File: src/rtl/scd_pkg.sv
/*
 * Shared constants and types for the compensation distributor: bus widths,
 * register offsets, field positions, reset values, destination indices and
 * the selector carrier struct.
 * Assumes a single 200 MHz system clock domain for every user of it.
 */
package scd_pkg;

    // ------------------------------------------------------------------
    // Widths and counts
    // ------------------------------------------------------------------
    localparam int ADDR_W = 16;
    localparam int DATA_W = 8;
    localparam int SEL_W = 3;
    localparam int FACTOR_W = 32;
    localparam int NUM_DEST = 6;
    localparam int NUM_COMP = 8;

    // ------------------------------------------------------------------
    // Register offsets
    // ------------------------------------------------------------------
    localparam logic [ADDR_W-1:0] OFS_ROUTE_AUX = 16'h0280;
    localparam logic [ADDR_W-1:0] OFS_ROUTE_NCO = 16'h0281;
    localparam logic [ADDR_W-1:0] OFS_ROUTE_DPLL = 16'h0282;

    // ------------------------------------------------------------------
    // Field positions and reset values
    // ------------------------------------------------------------------
    localparam int FLD_LO_LSB = 0;
    localparam int FLD_HI_LSB = 4;
    localparam logic [SEL_W-1:0] RST_SEL = 3'h0;
    localparam logic [DATA_W-1:0] RST_RDATA = 8'h00;

    // ------------------------------------------------------------------
    // Selector codes: code zero means no compensation
    // ------------------------------------------------------------------
    localparam logic [SEL_W-1:0] COMP_NONE = 3'h0;

    // ------------------------------------------------------------------
    // Destination indices
    // ------------------------------------------------------------------
    localparam int DEST_AUX_DPLL = 0;
    localparam int DEST_TDC = 1;
    localparam int DEST_NCO0 = 2;
    localparam int DEST_NCO1 = 3;
    localparam int DEST_DPLL0 = 4;
    localparam int DEST_DPLL1 = 5;

    typedef struct packed {
        logic [SEL_W-1:0] aux_dpll;
        logic [SEL_W-1:0] tdc;
        logic [SEL_W-1:0] nco0;
        logic [SEL_W-1:0] nco1;
        logic [SEL_W-1:0] dpll0;
        logic [SEL_W-1:0] dpll1;
    } scd_route_t;

endpackage

File: src/rtl/scd_distributor.sv
/*
 * Compensation distributor: three software registers holding six 3-bit
 * selectors, each routing one of composite factors 1 to 7, or zero for code 0, to a destination.
 * Assumes the combiner supplies all eight composite factors on the system
 * clock, and a bus master with one-cycle strobes that never overlap.
 */
// Notes on behaviour
// - Three 8-bit registers hold six selectors
// - One selector field per destination
// - Selector value picks delivered composite factor
// - Any destination takes any factor 1 to 7 independently
// - NCO 0 selector in low bits 0x0281
// - Code zero gives zero; bits pick methods
`timescale 1ns/1ps

module scd_distributor (
    input wire logic i_clk_sys,
    input wire logic i_reset,
    input wire logic [scd_pkg::ADDR_W-1:0] i_addr,
    input wire logic [scd_pkg::DATA_W-1:0] i_wdata,
    input wire logic i_wr,
    input wire logic i_rd,
    output logic [scd_pkg::DATA_W-1:0] o_rdata,
    input wire logic [scd_pkg::NUM_COMP-1:0][scd_pkg::FACTOR_W-1:0] i_composite_factor,
    output logic [scd_pkg::NUM_DEST-1:0][scd_pkg::FACTOR_W-1:0] o_dest_factor,
    output scd_pkg::scd_route_t o_route
);

    // ------------------------------------------------------------------
    // Selector registers
    // ------------------------------------------------------------------
    scd_pkg::scd_route_t route_q;
    logic [scd_pkg::DATA_W-1:0] rdata_q;
    logic [scd_pkg::DATA_W-1:0] rdata_d;
    logic [scd_pkg::NUM_DEST-1:0][scd_pkg::SEL_W-1:0] sel_w;
    logic [scd_pkg::NUM_DEST-1:0][scd_pkg::FACTOR_W-1:0] factor_q;
    logic [scd_pkg::SEL_W-1:0] wr_lo_w;
    logic [scd_pkg::SEL_W-1:0] wr_hi_w;
    logic [scd_pkg::SEL_W-1:0] rd_lo_w;
    logic [scd_pkg::SEL_W-1:0] rd_hi_w;
    logic miss_w;

    always_ff @(posedge i_clk_sys) begin
        if (i_reset) begin
            route_q.aux_dpll <= scd_pkg::RST_SEL;
            route_q.tdc <= scd_pkg::RST_SEL;
            route_q.nco0 <= scd_pkg::RST_SEL;
            route_q.nco1 <= scd_pkg::RST_SEL;
            route_q.dpll0 <= scd_pkg::RST_SEL;
            route_q.dpll1 <= scd_pkg::RST_SEL;
        end else if (i_wr) begin
            // Each offset touches only its own two fields
            case (i_addr)
                scd_pkg::OFS_ROUTE_AUX: begin
                    route_q.aux_dpll <= i_wdata[scd_pkg::FLD_LO_LSB +: scd_pkg::SEL_W];
                    route_q.tdc <= i_wdata[scd_pkg::FLD_HI_LSB +: scd_pkg::SEL_W];
                end
                scd_pkg::OFS_ROUTE_NCO: begin
                    route_q.nco0 <= i_wdata[scd_pkg::FLD_LO_LSB +: scd_pkg::SEL_W];
                    route_q.nco1 <= i_wdata[scd_pkg::FLD_HI_LSB +: scd_pkg::SEL_W];
                end
                scd_pkg::OFS_ROUTE_DPLL: begin
                    route_q.dpll0 <= i_wdata[scd_pkg::FLD_LO_LSB +: scd_pkg::SEL_W];
                    route_q.dpll1 <= i_wdata[scd_pkg::FLD_HI_LSB +: scd_pkg::SEL_W];
                end
                default: begin
                end
            endcase
        end
    end

    // ------------------------------------------------------------------
    // Read path, data valid the cycle after the strobe only
    // ------------------------------------------------------------------
    always_comb begin
        rdata_d = scd_pkg::RST_RDATA;
        case (i_addr)
            scd_pkg::OFS_ROUTE_AUX: begin
                rdata_d[scd_pkg::FLD_LO_LSB +: scd_pkg::SEL_W] = route_q.aux_dpll;
                rdata_d[scd_pkg::FLD_HI_LSB +: scd_pkg::SEL_W] = route_q.tdc;
            end
            scd_pkg::OFS_ROUTE_NCO: begin
                rdata_d[scd_pkg::FLD_LO_LSB +: scd_pkg::SEL_W] = route_q.nco0;
                rdata_d[scd_pkg::FLD_HI_LSB +: scd_pkg::SEL_W] = route_q.nco1;
            end
            scd_pkg::OFS_ROUTE_DPLL: begin
                rdata_d[scd_pkg::FLD_LO_LSB +: scd_pkg::SEL_W] = route_q.dpll0;
                rdata_d[scd_pkg::FLD_HI_LSB +: scd_pkg::SEL_W] = route_q.dpll1;
            end
            default: begin
                rdata_d = scd_pkg::RST_RDATA;
            end
        endcase
    end

    always_ff @(posedge i_clk_sys) begin
        if (i_reset) begin
            rdata_q <= scd_pkg::RST_RDATA;
        end else if (i_rd) begin
            rdata_q <= rdata_d;
        end else begin
            rdata_q <= scd_pkg::RST_RDATA;
        end
    end

    // ------------------------------------------------------------------
    // Routing matrix
    // ------------------------------------------------------------------
    assign sel_w[scd_pkg::DEST_AUX_DPLL] = route_q.aux_dpll;
    assign sel_w[scd_pkg::DEST_TDC] = route_q.tdc;
    assign sel_w[scd_pkg::DEST_NCO0] = route_q.nco0;
    assign sel_w[scd_pkg::DEST_NCO1] = route_q.nco1;
    assign sel_w[scd_pkg::DEST_DPLL0] = route_q.dpll0;
    assign sel_w[scd_pkg::DEST_DPLL1] = route_q.dpll1;

    // Aux DPLL is not guarded against method three; software avoids that loop
    always_ff @(posedge i_clk_sys) begin
        for (int d = 0; d < scd_pkg::NUM_DEST; d++) begin
            if (i_reset) begin
                factor_q[d] <= '0;
            end else if (sel_w[d] == scd_pkg::COMP_NONE) begin
                factor_q[d] <= '0;
            end else begin
                factor_q[d] <= i_composite_factor[sel_w[d]];
            end
        end
    end

    generate
        for (genvar g = 0; g < scd_pkg::NUM_DEST; g++) begin : g_dest

        end
    endgenerate

    // ------------------------------------------------------------------
    // Outputs
    // ------------------------------------------------------------------
    assign o_rdata = rdata_q;
    assign o_dest_factor = factor_q;
    assign o_route = route_q;

    // ------------------------------------------------------------------
    // Checks
    // ------------------------------------------------------------------
    assign wr_lo_w = i_wdata[scd_pkg::FLD_LO_LSB +: scd_pkg::SEL_W];
    assign wr_hi_w = i_wdata[scd_pkg::FLD_HI_LSB +: scd_pkg::SEL_W];
    assign rd_lo_w = o_rdata[scd_pkg::FLD_LO_LSB +: scd_pkg::SEL_W];
    assign rd_hi_w = o_rdata[scd_pkg::FLD_HI_LSB +: scd_pkg::SEL_W];
    assign miss_w = (i_addr != scd_pkg::OFS_ROUTE_AUX) && (i_addr != scd_pkg::OFS_ROUTE_NCO)
        && (i_addr != scd_pkg::OFS_ROUTE_DPLL);
endmodule

File: config.mk
export PLATFORM = sky130hd
export DESIGN_NAME = scd_distributor
export DESIGN_NICKNAME = d
export VERILOG_FILES = /design/src/rtl/scd_pkg.sv /design/src/rtl/scd_distributor.sv
export SDC_FILE = /design/constraint.sdc
export NUM_CORES = 1
export LEC_CHECK = 0
export ABC_CLOCK_PERIOD_IN_PS = 2600
export BUFFER_PORTS_ARGS = -buffer_cell sky130_fd_sc_hd__buf_2
export CAP_MARGIN = 10
export CORE_AREA = 2 2 197 199
export DETAILED_ROUTE_END_ITERATION = 7
export DIE_AREA = 0 0 199 201
export HOLD_SLACK_MARGIN = 0.03
export PLACE_DENSITY = 0.73
export SETUP_SLACK_MARGIN = 0.2
export SYNTH_ARGS = -nofsm -noshare
export SYNTH_HDL_FRONTEND = slang
export SYNTH_SLANG_ARGS = --single-unit
File: constraint.sdc
create_clock -name i_clk_sys -period 2.6 [get_ports i_clk_sys]
set_clock_uncertainty 0.05 [all_clocks]
set_input_delay 0.39 -clock i_clk_sys [delete_from_list [all_inputs] [get_ports i_clk_sys]]
set_output_delay 0.39 -clock i_clk_sys [all_outputs]
set_load 0.05 [all_outputs]
======== After elaboration in Yosys (flattened, before gate mapping) ========
Index checks and enable logic that the tools add are counted.
storage, ports and cells
  output and inout port bits .............. 218
  input port bits ......................... 284
  word-level logic and storage cells ...... 54
  flip-flop bits (word level) ............. 218
cells by class
  bitwise operators ....................... 1
  magnitude comparators ................... 6
  multiplexer cells ....................... 14
  reduce and logical (&&, ||, !) cells .... 16
  equality and inequality tests ........... 3
operators by type and width
  cell                                                    number
  binary-select mux 32 bit (select 3 bit)                 6
  2-to-1 mux 32 bit                                       6
  equality test 16 x 10 -> 1 bit (second input constant)  3
  < comparator 3 x 4 -> 1 bit (second input constant)     6
  logical NOT 3 bit                                       6
  case mux 3 bit (3 select lines)                         2
  OR reduction 2 bit                                      7
  AND reduction 2 bit                                     3
  inverter 1 bit                                          1

======== Logic depth before layout (Yosys ltp) ========
  depth in word-level cells ............... 2
  mapped depth ............................ 7
  gate-level depth less buffers ........... 4

======== Least setup slack after synthesis ========
OpenSTA, ideal clock, no wires.
  path type ............................... flip-flop to flip-flop
  start point ............................. register route_q (netlist bit o_route[3])
  end point ............................... register factor_q (netlist bit o_dest_factor[131])
  library setup time ...................... 0.128 ns
  data required time ...................... 2.422 ns
  setup slack ............................. 0.374 ns
  period minus slack after synthesis ...... 2.226 ns
  cell stages (with the launch flop) ...... 7
  arrival time ............................ 2.049 ns
  path buffers ............................ 3
  cell sequence ........................... dfxtp_1 -> clkbuf_1 -> buf_2 -> buf_2 -> mux4_2 -> mux2i_1 -> nor2_1
between the ends
  longest elaborated chain between the ends .. 2
  elaborated cells between the ends (all ways) .. 4
  those cells by class .................... mux (2); reduce/logical (2)
RTL lines
  what                                                                           RTL line                                        source
  start, declared                                                                scd_distributor.sv:32                           scd_pkg::scd_route_t route_q;
  binary-select mux 32 bit (select 3 bit) or logical NOT 3 bit (tied branches)   scd_distributor.sv:124, scd_distributor.sv:121
  2-to-1 mux 32 bit (not written as such) or OR reduction 2 bit (tied branches)  n/a
  end signal, assigned by index                                                  scd_distributor.sv:124                          factor_q[d] <= i_composite_factor[sel_w[d]];
  end, declared                                                                  scd_distributor.sv:36                           logic [scd_pkg::NUM_DEST-1:0][scd_pkg::FACTOR_W-1:0] factor_q;
Parallel ways exist; a longest one is shown, timed or not. The select of a mux whose other input is x is not followed.
A chain may end at the register's enable or synchronous reset.

======== Worst setup path after layout ========
  start point ............................. register route_q (netlist bit o_route[16])
  end point ............................... output port o_route[16] in the netlist's numbering
RTL lines
  what           RTL line               source
  end, declared  scd_distributor.sv:26  output scd_pkg::scd_route_t o_route
No word-level cell between the ends.

==> results.json <==
{
  "run_status": "finished clean",
  "fin_area_um2": 20900,
  "end_kind": "output port",
  "peakVddDrop_mv": 0.382,
  "dp_hpwl_um": 41600,
  "antenna_left": 0,
  "worst_slack_ps": 266,
  "final_cell_mix": "buf_2, mux4_2, nor2_1, dfxtp_1, mux2i_1",
  "wl_um": 61200,
  "synth_area_um2": 17000,
  "cts-root-buf": "clkbuf_16",
  "layout_commonest_cell": "buf_2",
  "clk_path_buf_depth": 3,
  "drt-initial-drc-count": 1370,
  "period_share": 0.898,
  "ys_top_cells_by_area": "mux4_2, dfxtp_1, mux2i_1",
  "worstMarginPinSlew_ps": 673,
  "clkLatencyLatePin_ps": 540,
  "startpoint": "o_route[16]",
  "grt_pass1_wl_um": 90900,
  "design.core.area_um2": 38100,
  "placed_cell_area_um2": 20100,
  "path_cells": "buf_12 > buf_2",
  "dpl.cell_count": 2147,
  "crit_type": "flip-flop to output port",
  "cts_tree": "built",
  "cts_sinks": 216,
  "routed-wl-met2_um": 30000,
  "crit_slowest_cell": "dfxtp_4",
  "power.leakage_nw": 7.44,
  "seq_area_um2": 4380,
  "instances_no_fill": 2196,
  "rows": 72,
  "fmax_ghz": 0.428,
  "grt_pass1_vias": 14800,
  "finish.utilization": 0.549,
  "synth_cells": 1229,
  "fin_crit_ps": 2330,
  "drive_gt1_frac": 0.609,
  "finalHoldViolCount": 0,
  "globalplace.congestion": 0.878,
  "synth_top_area_cell": "mux4_2",
  "post_cts_buffers": 0,
  "synth_seq_cells": 216,
  "port_buffers": 497,
  "slew_viol_final": 0,
  "hold_start": "i_wdata[0]",
  "antenna_found_initial": 12,
  "start_kind": "flip-flop",
  "drc_errors": 0,
  "cts_hold_buf": 0,
  "holdCritPathClass": "input port to flip-flop",
  "setup_viol": 0,
  "wl_per_cell_um": 27.9,
  "overflow": 0,
  "cpPeakStageDelay_ps": 690,
  "critical_path_required_ps": 2160,
  "yosysSeqAreaShare": 0.255,
  "yosys_warnings": 0,
  "numCtsBuffers": 25,
  "fp.dieH_um": 201,
  "fin_nets": 1940,
  "cts.repair.resized": 0,
  "path_clk_slew_ps": 60,
  "postSynthAreaPerCell_um2": 13.8,
  "rsz0062_at_grt": "false",
  "start_util": 0.445,
  "wirelength_met1_um": 21800,
  "first_pass_iters": 5,
  "preCtsSetupSlack_ps": 505,
  "worst-path-max-fanout": 33,
  "die_w_um": 199,
  "highest_layer": "met5",
  "num_io_pins": 502,
  "areaGrowthSynthToFinish_pct": 23.4,
  "setup_tns_ps": 0,
  "vias": 14400,
  "synth_top_area_share": 0.510,
  "crit-reg2reg-launch": "o_route[15]",
  "arrival_ps": 1890,
  "route.met3.wl_um": 6780,
  "drv_cap": 0,
  "grtUsageTotal": 0.305,
  "n_fill_cell": 3180,
  "slew_headroom": 0.545,
  "dieArea_um2": 40000,
  "p_per_area_nw_per_um2": 378,
  "r2r_slack_ps": 700,
  "htree_num_levels": 1,
  "multi_input_area_um2": 12000,
  "grt_max_degree": 69,
  "ys_types": 30,
  "vias_per_cell": 6.57
}
==> per-stage QoR <==
step	hold WS [ps]	power, mW
after floorplan	492	3.95
final	79.1	7.92
after global routing	76.8	8.18
after CTS	57.6	7.96
after global placement	480	4.39
after detailed placement	465	4.44
==> worst paths after layout <==
check                     end  cells after the start
min reg2reg        o_route[5]                      2
min                o_route[3]                      3
max reg2reg  o_dest_factor[0]                      4
max               o_route[16]                      2
==> final cells by class <==
cell class | instances | share of cell area
multi-input combinational | 864 | 0.573
sequential | 216 | 0.209
timing repair buffer | 547 | 0.148
clock buffer | 38 | 0.0346
tap | 518 | 0.0310
clock inverter | 5 | 0.00365
antenna | 6 | 0.000718
inverter | 2 | 0.000359
==> Yosys cell counts (all sizes together) <==
| cell | number |
|---|---|
| clkbuf | 73 |
| nand3 | 18 |
| mux2i | 192 |
| a222oi | 6 |
| dfxtp | 216 |
| nor4 | 3 |
| or4 | 2 |
| o21ai | 6 |
| nor3 | 7 |
| nand4 | 2 |
| or2 | 6 |
| nor4b | 3 |
| inv | 2 |
| conb | 1 |
| a21oi | 18 |
| buf | 75 |
| mux4 | 384 |
| a21bo | 12 |
| and4 | 1 |
| or4b | 3 |
| nor2 | 198 |
| a211oi | 1 |
==> routing by layer <==
layer	vias up	track usage
met5	-	0
met3	198	0.0702
met1	7237	0.395
li1	5899	-
met4	12	0.133
met2	1072	0.491
==> state kept, by name, summed over array words and instances (netlist names) <==
name,flops
o_dest_factor,192
o_route,18
o_rdata,6
==> worst max-delay path, delay by kind of cell (launching register included) <==
family	cells	cell delay, ps
buffers and inverters	2	650
flip-flops	1	690
==> kinds of logic (layout without fill, tap and decap cells) <==
| kind of cell | Yosys count | after routing | synth area share |
|---|---|---|---|
| flip-flops | 216 | 216 | 0.255 |
| other | 1 | 8 | 0.000221 |
| AND/OR/NAND/NOR | 243 | 243 | 0.0624 |
| AO/OA/AOI/OAI | 43 | 43 | 0.0208 |
| multiplexers | 576 | 576 | 0.623 |
| buffers and inverters | 150 | 592 | 0.0381 |
==> power breakdown <==
part / total, mW / switching, mW / internal (mW)
registers: 3.30 / 0.0000212 / 3.30
logic: 1.09 / 0.489 / 0.603
clock network: 3.53 / 1.43 / 2.10
total: 7.92 / 1.92 / 6.00
Power figures use the tool's default switching activity.
